<file path="src/logic/port_cfg_pkg.sv">
// Summary of operation
// - page-load instruction stores its immediate operand in the page select register
// - low three page bits pick one of eight 16-nibble indirect pages
// - set enable bit lets a change on input pin n wake or interrupt
// - mode bit 0 sets first bidir port push-pull (0) or open-drain (1)
// - mode bit 1 sets second bidir port push-pull (0) or open-drain (1)
// - mode bit 2 set enables pull-ups of the first input port
// - mode bit 3 set enables pull-ups of the second input port
// - first direction register bit n: 0 output, 1 input, per pin
// - first direction register resets to all ones, all inputs
// - second direction register bit n: 0 output, 1 input, per pin
// - second direction register resets to all ones, all inputs
package port_cfg_pkg;
    localparam int NIB_W = 4;
    localparam int PAGE_SEL_W = 3;
    localparam int RAM_ADDR_W = 7;
    // load selector codes
    localparam logic [2:0] LD_PAGE = 3'h0;
    localparam logic [2:0] LD_PIN_CHG = 3'h1;
    localparam logic [2:0] LD_MODE = 3'h2;
    localparam logic [2:0] LD_DIR_A = 3'h3;
    localparam logic [2:0] LD_DIR_B = 3'h4;
    // mode register fields
    localparam int MODE_A_OD = 0;
    localparam int MODE_B_OD = 1;
    localparam int MODE_C_PU = 2;
    localparam int MODE_D_PU = 3;
    // reset values
    localparam logic [3:0] PAGE_RST = 4'h0;
    localparam logic [3:0] PIN_CHG_RST = 4'h0;
    localparam logic [3:0] MODE_RST = 4'h0;
    localparam logic [3:0] DIR_RST = 4'hf;
endpackage : port_cfg_pkg

</file>
<file path="src/logic/cfg_nibble_reg.sv">
`timescale 1ns/1ps
module cfg_nibble_reg #(
    parameter logic [3:0] RST_VAL = 4'h0
) (
    // clock and reset
    input wire logic clk_sys_i,
    input wire logic rst_i,
    // load
    input wire logic load_i,
    input wire logic [3:0] data_i,
    // stored value
    output logic [3:0] value_o
);
    always_ff @(posedge clk_sys_i) begin
        if (rst_i) begin
            value_o <= RST_VAL;
        end else if (load_i) begin
            value_o <= data_i;
        end
    end
endmodule : cfg_nibble_reg

</file>
<file path="src/logic/port_config_and_page_select.sv">
`timescale 1ns/1ps
module port_config_and_page_select (
    // clock and reset
    input wire logic clk_sys_i,
    input wire logic rst_i,
    // immediate load from the core
    input wire logic load_i,
    input wire logic [2:0] load_sel_i,
    input wire logic [3:0] load_data_i,
    // indirect addressing
    input wire logic [3:0] indirect_offset_i,
    output logic [6:0] indirect_addr_o,
    output logic [2:0] ram_page_o,
    // pin change detection, first input port
    input wire logic [3:0] first_input_port_i,
    output logic [3:0] pin_change_o,
    output logic pin_change_any_o,
    // port modes
    output logic first_bidir_open_drain_o,
    output logic second_bidir_open_drain_o,
    output logic first_input_pullup_o,
    output logic second_input_pullup_o,
    output logic [3:0] first_bidir_dir_o,
    output logic [3:0] second_bidir_dir_o
);
    // ****************************************
    // decode
    // ****************************************
    function automatic logic sel_hit(input logic ld, input logic [2:0] s, input logic [2:0] c);
        sel_hit = ld && (s == c);
    endfunction : sel_hit

    logic [3:0] ram_page_select;
    logic [3:0] pin_change_enable;
    logic [3:0] port_drive_pullup_mode;
    logic [3:0] first_bidir_direction;
    logic [3:0] second_bidir_direction;

    // ****************************************
    // configuration registers
    // ****************************************
    cfg_nibble_reg #(.RST_VAL(port_cfg_pkg::PAGE_RST)) u_page (
        .clk_sys_i(clk_sys_i),
        .rst_i(rst_i),
        .load_i(sel_hit(load_i, load_sel_i, port_cfg_pkg::LD_PAGE)),
        .data_i(load_data_i),
        .value_o(ram_page_select)
    );
    cfg_nibble_reg #(.RST_VAL(port_cfg_pkg::PIN_CHG_RST)) u_pin_chg (
        .clk_sys_i(clk_sys_i),
        .rst_i(rst_i),
        .load_i(sel_hit(load_i, load_sel_i, port_cfg_pkg::LD_PIN_CHG)),
        .data_i(load_data_i),
        .value_o(pin_change_enable)
    );
    cfg_nibble_reg #(.RST_VAL(port_cfg_pkg::MODE_RST)) u_mode (
        .clk_sys_i(clk_sys_i),
        .rst_i(rst_i),
        .load_i(sel_hit(load_i, load_sel_i, port_cfg_pkg::LD_MODE)),
        .data_i(load_data_i),
        .value_o(port_drive_pullup_mode)
    );
    cfg_nibble_reg #(.RST_VAL(port_cfg_pkg::DIR_RST)) u_dir_a (
        .clk_sys_i(clk_sys_i),
        .rst_i(rst_i),
        .load_i(sel_hit(load_i, load_sel_i, port_cfg_pkg::LD_DIR_A)),
        .data_i(load_data_i),
        .value_o(first_bidir_direction)
    );
    cfg_nibble_reg #(.RST_VAL(port_cfg_pkg::DIR_RST)) u_dir_b (
        .clk_sys_i(clk_sys_i),
        .rst_i(rst_i),
        .load_i(sel_hit(load_i, load_sel_i, port_cfg_pkg::LD_DIR_B)),
        .data_i(load_data_i),
        .value_o(second_bidir_direction)
    );

    // ****************************************
    // mode outputs
    // ****************************************
    always_comb begin
        ram_page_o = ram_page_select[port_cfg_pkg::PAGE_SEL_W-1:0];
        first_bidir_open_drain_o = port_drive_pullup_mode[port_cfg_pkg::MODE_A_OD];
        second_bidir_open_drain_o = port_drive_pullup_mode[port_cfg_pkg::MODE_B_OD];
        first_input_pullup_o = port_drive_pullup_mode[port_cfg_pkg::MODE_C_PU];
        second_input_pullup_o = port_drive_pullup_mode[port_cfg_pkg::MODE_D_PU];
        first_bidir_dir_o = first_bidir_direction;
        second_bidir_dir_o = second_bidir_direction;
        indirect_addr_o = {ram_page_o, indirect_offset_i};
    end

    // ****************************************
    // pin change detection
    // ****************************************
    logic [3:0] pin_sync1_q;
    logic [3:0] pin_sync2_q;
    logic [3:0] pin_prev_q;
    logic [3:0] pin_chg_d;
    logic [3:0] pin_chg_q;
    logic pin_chg_any_q;

    // no reset: chain tracks the pins through reset, so release brings no false edge
    always_ff @(posedge clk_sys_i) begin
        pin_sync1_q <= first_input_port_i;
        pin_sync2_q <= pin_sync1_q;
        pin_prev_q <= pin_sync2_q;
    end

    assign pin_chg_d = (pin_sync2_q ^ pin_prev_q) & pin_change_enable;

    always_ff @(posedge clk_sys_i) begin
        if (rst_i) begin
            pin_chg_q <= 4'h0;
            pin_chg_any_q <= 1'h0;
        end else begin
            pin_chg_q <= pin_chg_d;
            pin_chg_any_q <= |pin_chg_d;
        end
    end

    assign pin_change_o = pin_chg_q;
    assign pin_change_any_o = pin_chg_any_q;
endmodule : port_config_and_page_select

</file>
<file path="config.mk">
export PLATFORM = sky130hd
export DESIGN_NAME = port_config_and_page_select
export DESIGN_NICKNAME = d
export VERILOG_FILES = /design/src/logic/port_cfg_pkg.sv /design/src/logic/cfg_nibble_reg.sv /design/src/logic/port_config_and_page_select.sv
export SDC_FILE = /design/constraint.sdc
export NUM_CORES = 1
export LEC_CHECK = 0
export BUFFER_PORTS_ARGS = -buffer_cell sky130_fd_sc_hd__buf_2
export CORE_UTILIZATION = 47
export DETAILED_ROUTE_END_ITERATION = 10
export GPL_TIMING_DRIVEN = 1
export HOLD_SLACK_MARGIN = 0.15
export PLACE_DENSITY = 0.72
export SLEW_MARGIN = 0
export SYNTH_ARGS = -nofsm -noshare
export SYNTH_HDL_FRONTEND = slang
export SYNTH_SLANG_ARGS = --single-unit
</file>
<file path="constraint.sdc">
create_clock -name clk_sys_i -period 1.3 [get_ports clk_sys_i]
set_clock_uncertainty 0.2 [all_clocks]
set_input_delay 0.13 -clock clk_sys_i [delete_from_list [all_inputs] [get_ports clk_sys_i]]
set_output_delay 0.13 -clock clk_sys_i [all_outputs]
set_load 0.02 [all_outputs]
</file>
==> impl_metrics.yaml, run 1 <==
yosys:
  syn_inst: 107
  synth_edf_count: 0
  synth_area_per_cell_um2: 11.5
  yosysMostFrequentCell: "dfxtp_1"
  synth_cell_types: 16
  yosysWarnings: 0
  synth.top_cell.area_share_pct: 58.5
  synth_top_area_cell: "dfxtp_1"
  async_flop_share_pct: 0
  synth_area_leaders: "dfxtp_1 59%, mux2i_1 8.9%, nor2_1 5.8%"
  synth.net_count: 125
  syn_area_um2: 1230
  synth.top_cells.by_count: "36 x dfxtp_1, 19 x nor2_1, 11 x mux2i_1"
  seq_area_frac_synth_pct: 58.5
  synth_flop_cell: "dfxtp_1"
  synth_seq_cells: 36
global_route:
  grt_pass1_wl_um: 3510
  overflow: 0
  antenna_found_initial: 0
  grt_usage_pct: 18.4
  use_met3_pct: 8.62
  grt_max_degree: 25
  grt_pass1_vias: 812
  grt_use_met1_pct: 20.3
  grt_busiest_layer: "met2"
  gr-usage-met2_pct: 30.0
floorplan:
  num_io_pins: 45
  start_util_pct: 49.7
  core_area_um2: 2480
  die_w_um: 53.2
  die_area_um2: 2830
  die_y_um: 53.2
  num_rows: 18
sta:
  maxSlewViolCount: 0
  worstMarginPinSlew_ns: 0.419
  hold_ws_ns: 0.0163
  fmax_mhz: 830
  slew_headroom_pct: 72.1
  fin_crit_sh_pct: 92.7
  rsz0062_at_grt: "false"
  min_period_ns: 1.20
  hold_viol_final: 0
  setup_viol: 0
critical_path:
  cp_cell_sequence: "buf_2"
  reg2reg_depth: 1
  cp-end-kind: "output pin"
  slowest_delay_ns: 0.37
  crit_family: "flip-flops"
  worstPathMaxFanout: 3
  worst-path-stages: 1
  crit_type: "reg -> out"
  critPathSlowestCell: "dfxtp_1"
  cp.arrival_ns: 0.87
  worstPathRequired_ns: 0.97
  startpoint_type: "flip-flop"
  cp.buffers_inverters: 1
route:
  drt-total-wl_um: 2210
  drt_iter0_drc: 13
  avgRoutedWirePerCell_um: 11.8
  dr.pass1.iters: 4
  num_vias: 881
  drt-vias-per-instance: 4.71
  ant_nets: 0
  route.detailed.drc: 0
run_status:
  status: "complete, no violations"
finish:
  drive_gt1_share_pct: 31.8
  antennaDiodeCount: 0
  num-nets-final: 174
  syn2layout_area_growth_pct: 32.0
pwr:
  ir_drop_v: 0.00113
  p_leak_nw: 0.723
  powerDensity_nw_per_um2: 1290
  finalPower_mw: 2.10
clock_network:
  postCtsHoldBufs: 17
  cts_tree: "done"
  cts.path.max_buffers: 2
  insertion_delay_ns: 0.33
  htree_levels: 2
  clock_sinks: 36
  postCtsResizedCells: 0
  path_clk_slew_ns: 0.11
  cts_root_buffer: "clkbuf_4"
  cts_setup_buffers: 0
  cts_buffers: 5
placed_design:
  place_hpwl_um: 1420
  portBuffers: 36
  gp_congestion: 0.678
hold_path:
  min_path_cells: 4
  hold_class: "in -> reg"
run:
  drv_cap: 0
==> state kept, by name (all words and copies together), names as in the netlist <==
signal             flops
pin_change_any_o       1
pin_change_o           4
pin_prev_q             4
pin_sync1_q            4
pin_sync2_q            4
u_dir_a.value_o        4
u_dir_b.value_o        4
u_mode.value_o         4
u_page.value_o         3
u_pin_chg.value_o      4
==> cell usage in the layout (no fill, tap or decap), drive strengths merged, types with 3 or more instances in the layout <==
| cell type | count |
|---|---|
| dfxtp | 36 |
| buf | 36 |
| xor2 | 4 |
| and4bb | 3 |
| mux2i | 11 |
| nand2 | 4 |
| inv | 4 |
| dlygate4sd3 | 17 |
| clkbuf | 6 |
| nor2b | 4 |
| nor2 | 19 |
| a211o | 8 |
==> power by group <==
part	switching [mW]	internal, mW
clock network	0.350	0.403
registers	0.0160	1.14
logic	0.0983	0.0939
==> layer usage <==
| layer | vias to the layer above | part of all wire (%) |
|---|---|---|
| li1 | 449 | - |
| met1 | 400 | 46 |
| met2 | 27 | 47 |
| met3 | 5 | 5.8 |
| met4 | 0 | 1.8 |
| met5 | - | 0 |
==> worst min-delay path, cell delays in order <==
cell and delay, ns:
buf_2 0.14, nor4b_4 0.07, mux2i_1 0.11, nor2_1 0.07
==> metrics by stage <==
| step | instances | TNS (ns) | area (um2) | util, % | setup WS (ns) |
|---|---|---|---|---|---|
| after floorplan | 107 | 0 | 1230 | - | 0.180 |
| after global placement | 162 | 0 | 1380 | 55.7 | 0.00734 |
| after detailed placement | 162 | -0.101 | 1380 | 55.7 | -0.0318 |
| after CTS | 187 | 0 | 1630 | 65.6 | 0.0818 |
| after global routing | 187 | 0 | 1630 | 65.6 | 0.0217 |
| final | 187 | 0 | 1630 | 65.6 | 0.0952 |
==> area by class of cell <==
cell class | instances | area (um2)
tap | 30 | 37.5
multi-input combinational | 56 | 425
clock inverter | 2 | 35.0
fill | 196 | 852
inverter | 4 | 15.0
clock buffer | 6 | 41.3
timing repair buffer | 53 | 350
sequential | 36 | 721
==> final timing paths <==
path,from,end,slack (ns)
max,u_page.value_o[0],ram_page_o[0],0.1
min,load_sel_i[2],u_page.value_o[2],0.02
max reg2reg,pin_sync1_q[1],pin_sync2_q[1],0.15
min reg2reg,pin_sync2_q[3],pin_prev_q[3],0.17
==> kinds of logic (layout without fill, tap and decap cells) <==
logic type	Yosys count	after routing	synth area share [%]
flip-flops	36	36	58.5
AND/OR/NAND/NOR	32	32	16.4
buffers and inverters	15	65	6.91
multiplexers	11	11	8.94
AO/OA/AOI/OAI	9	9	6.40
XOR/XNOR	4	4	2.85
Power figures use the tool's default switching activity.
==> inputs of run 2 (changes only) <==
PLACE_DENSITY = 0.73   (was 0.72)
SYNTH_HIERARCHICAL = 1   (was unset)
==> impl_metrics.yaml, run 2 <==
critical_path:
  cp_cell_sequence: "dlygate4sd3_1 -> buf_2 -> a211o_1"
  critPathSlowestCell: "dlygate4sd3_1"
  r2r-start: "pin_sync1_q[1]"
  reg2reg_depth: 1
  cp.arrival_ns: 1.28
  slowest_delay_ns: 0.55
  cp.buffers_inverters: 2
  worstPathMaxFanout: 24
  worstPathRequired_ns: 1.32
  crit_family: "buffers and inverters"
  startpoint_type: "input pin"
  r2r_slack_ns: 0.13
  cp-end-kind: "flip-flop"
  timing.rr.end: "pin_sync2_q[1]"
  crit_type: "in -> reg"
sta:
  tns_ns: 0
  setup_viol: 0
  hold_viol_final: 0
  fin_crit_sh_pct: 96.8
  setup_slack_ns: 0.0422
  worstMarginPinSlew_ns: 0.429
  slew_headroom_pct: 71.4
  fmax_mhz: 795
  rsz0062_at_grt: "false"
  min_period_ns: 1.26
  maxSlewViolCount: 0
pwr:
  power_frac_seq_pct: 61.5
  ir_drop_v: 0.000862
  p_int_mw: 1.43
  share_comb_of_total_power_pct: 10.0
  powerDensity_nw_per_um2: 1190
  clockPowerShare_pct: 28.5
  power.switching_fraction_pct: 23.8
  p_leak_nw: 0.696
  p_sw_mw: 0.448
  finalPower_mw: 1.88
clock_network:
  htree_levels: 2
  cts_setup_buffers: 0
  postCtsHoldBufs: 16
  cts.path.max_buffers: 2
  path_clk_slew_ns: 0.10
  insertion_delay_ns: 0.33
  cts_buffers: 5
  clock_sinks: 36
  cts_tree: "done"
  postCtsResizedCells: 0
  cts_root_buffer: "clkbuf_4"
placed_design:
  dp.cells: 164
  dp_slack_ns: -0.149
  place_hpwl_um: 1490
  portBuffers: 36
  gp_congestion: 0.699
yosys:
  syn_area_um2: 1190
  syn_inst: 105
  yosysWarnings: 6
  synth_area_per_cell_um2: 11.3
  synth.net_count: 123
floorplan:
  die_w_um: 52.3
  num_io_pins: 45
  num_rows: 17
  start_util_pct: 51.7
  die_area_um2: 2730
  die_y_um: 52.3
  core_area_um2: 2300
finish:
  syn2layout_area_growth_pct: 33.0
  multi_input_area_um2: 399
  finish.utilization_pct: 68.7
  final_cell_mix: "36 x buf_2, 36 x dfxtp_1, 16 x nor2_1, 16 x dlygate4sd3_1, 11 x mux2i_1"
  drive_gt1_share_pct: 30.2
  antennaDiodeCount: 0
  instances_no_fill: 187
  regArea_um2: 721
  fillerInstances: 181
  num-nets-final: 177
route:
  num_vias: 895
  drt-total-wl_um: 2300
  dr.pass1.iters: 4
  drt_iter0_drc: 16
  ant_nets: 0
  route.detailed.drc: 0
  avgRoutedWirePerCell_um: 12.3
  drt-vias-per-instance: 4.79
run_status:
  status: "complete, no violations"
hold_path:
  hold_class: "in -> reg"
  worstHoldEndpoint: "u_mode/value_o[3]"
  min_path_cells: 5
  hold_start: "load_sel_i[0]"
global_route:
  grt_max_degree: 25
  grt_pass1_vias: 840
  antenna_found_initial: 0
  grt_pass1_wl_um: 3470
  overflow: 0
  grt_usage_pct: 18.6
run:
  drv_cap: 0
run 2: worst max-delay path by stage:
| stage | startpoint | to | slack, ns | cells past startpoint |
|---|---|---|---|---|
| after floorplan | load_sel_i[1] | u_dir_b/value_o[0] | 0.03 | 3 |
| after global placement | load_sel_i[2] | u_dir_a/value_o[2] | -0.09 | 5 |
| after detailed placement | load_sel_i[2] | u_dir_a/value_o[3] | -0.15 | 5 |
| after CTS | u_page/value_o[2] | indirect_addr_o[6] | 0.09 | 1 |
| after global routing | u_page/value_o[1] | ram_page_o[1] | 0.03 | 1 |
| final | rst_i | u_dir_a/value_o[0] | 0.04 | 3 |
run 2: tightest hold or removal path, cell delays in order:
cell	delay [ns]
buf_2	0.12
nor2_1	0.07
buf_4	0.13
mux2i_1	0.10
nor2_1	0.07
run 2: metal layers:
layer / vias up / global-route usage (%) / part of all wire (%)
met2: 28 / 32.7 / 50
met3: 5 / 5.22 / 4.5
met5: - / 0 / 0
met4: 0 / 13.2 / 2.0
met1: 412 / 18.8 / 43
li1: 450 / - / -
run 2: power groups by stage:
stage                     clock network, mW  registers [mW]  logic, mW
after floorplan                           0            1.20     0.0733
after global placement                    0            1.18      0.138
after detailed placement                  0            1.18      0.142
after CTS                             0.549            1.16      0.188
after global routing                  0.599            1.16      0.203
final                                 0.535            1.16      0.189
run 2: final cells by class:
cell class                 instances  share of cell area, %
clock inverter                     1                  0.317
timing repair buffer              57                   23.9
tap                               28                   2.22
multi-input combinational         59                   25.3
sequential                        36                   45.6
clock buffer                       6                   2.61
run 2: per-stage QoR:
stage,hold WS (ns),cell area (um2)
5_1_grt,0.135,1580
4_1_cts,0.112,1580
2_1_floorplan,-0.0423,1190
3_5_place_dp,0.0345,1370
3_3_place_gp,0.0339,1370
6_report,0.124,1580
==> inputs of run 3 (changes only) <==
CORE_ASPECT_RATIO = 1.1   (was unset)
CORE_MARGIN = 2   (was unset)
==> impl_metrics.yaml, run 3 (synthesized netlist as in run 2, its figures left out) <==
placed_design:
  gp_congestion: 0.674
  place_hpwl_um: 1440
  portBuffers: 36
  dpl_cell_area_um2: 1360
critical_path:
  cp.arrival_ns: 1.25
  worstPathMaxFanout: 24
  cp-end-kind: "flip-flop"
  startpoint_type: "input pin"
  crit_type: "in -> reg"
  worstPathRequired_ns: 1.32
clock_network:
  clock_sinks: 36
  cts_setup_buffers: 0
  cts.path.max_buffers: 2
  cts_root_buffer: "clkbuf_4"
  cts_tree: "done"
  htree_levels: 2
  cts_buffers: 5
  path_clk_slew_ns: 0.10
  postCtsHoldBufs: 16
  insertion_delay_ns: 0.33
  postCtsResizedCells: 0
sta:
  maxSlewViolCount: 0
  min_period_ns: 1.22
  setup_viol: 0
  rsz0062_at_grt: "false"
  fin_crit_sh_pct: 94.2
  slew_headroom_pct: 71.5
  worstMarginPinSlew_ns: 0.427
  fmax_mhz: 816
  hold_viol_final: 0
run:
  drv_cap: 0
floorplan:
  core_area_um2: 2450
  die_w_um: 51.9
  die_area_um2: 2940
  num_io_pins: 45
  start_util_pct: 48.5
  num_rows: 19
  die_y_um: 56.7
route:
  num_vias: 860
  dr.pass1.iters: 3
  avgRoutedWirePerCell_um: 11.5
  ant_nets: 0
  route.detailed.drc: 0
  drt-total-wl_um: 2170
  drt-vias-per-instance: 4.55
  drt_iter0_drc: 4
global_route:
  grt_pass1_vias: 806
  grt_usage_pct: 16.2
  grt_max_degree: 25
  grt_pass1_wl_um: 3310
  overflow: 0
  antenna_found_initial: 0
finish:
  antennaDiodeCount: 0
  final_cell_mix: "36 x buf_2, 36 x dfxtp_1, 16 x nor2_1, 16 x dlygate4sd3_1, 11 x mux2i_1"
  finish.utilization_pct: 65.3
  fin_area_um2: 1600
  num-nets-final: 175
  drive_gt1_share_pct: 29.7
  syn2layout_area_growth_pct: 34.6
run_status:
  status: "complete, no violations"
pwr:
  powerDensity_nw_per_um2: 1300
  ir_drop_v: 0.000991
  p_leak_nw: 0.699
hold_path:
  hold_class: "in -> reg"
run 3: through the flow:
step / instances / TNS (ns) / power (mW) / worst slack (ns) / hold slack, ns
after detailed placement: 165 / -0.949 / 1.32 / -0.128 / 0.0336
after global placement: 165 / -0.672 / 1.31 / -0.0764 / 0.0326
final: 189 / 0 / 2.08 / 0.0752 / 0.124
after global routing: 189 / 0 / 2.17 / 0.0458 / 0.142
after floorplan: 105 / 0 / 1.27 / 0.0331 / -0.0423
after CTS: 189 / 0 / 2.11 / 0.0870 / 0.109
run 3: final timing paths:
check                  from                 end  slack, ns  cells past startpoint
min           load_sel_i[1]   u_page/value_o[2]       0.12                      5
min reg2reg  pin_sync1_q[3]      pin_sync2_q[3]       0.15                      0
max                   rst_i  u_dir_a/value_o[1]       0.08                      3
max reg2reg  pin_sync1_q[2]      pin_sync2_q[2]       0.15                      1
run 3: power breakdown:
part / total [mW] / switching (mW) / internal, mW
registers: 1.16 / 0.0166 / 1.14
logic: 0.183 / 0.0930 / 0.0896
clock network: 0.739 / 0.336 / 0.403
total: 2.08 / 0.446 / 1.63
run 3: cell type report:
| cell class | instances | area [um2] |
|---|---|---|
| clock inverter | 2 | 35.0 |
| fill | 196 | 851 |
| tap | 31 | 38.8 |
| multi-input combinational | 59 | 399 |
| sequential | 36 | 721 |
| timing repair buffer | 55 | 363 |
| clock buffer | 6 | 41.3 |
run 3: critical path, stage by stage:
cell and delay (ns):
dlygate4sd3_1 0.54, buf_2 0.26, a211o_1 0.31
run 3: routing by layer:
layer	global-route usage, %	routed length [um]
met5	0	0
met4	12.4	46
met3	5.05	125
met2	27.8	1130
met1	15.4	867
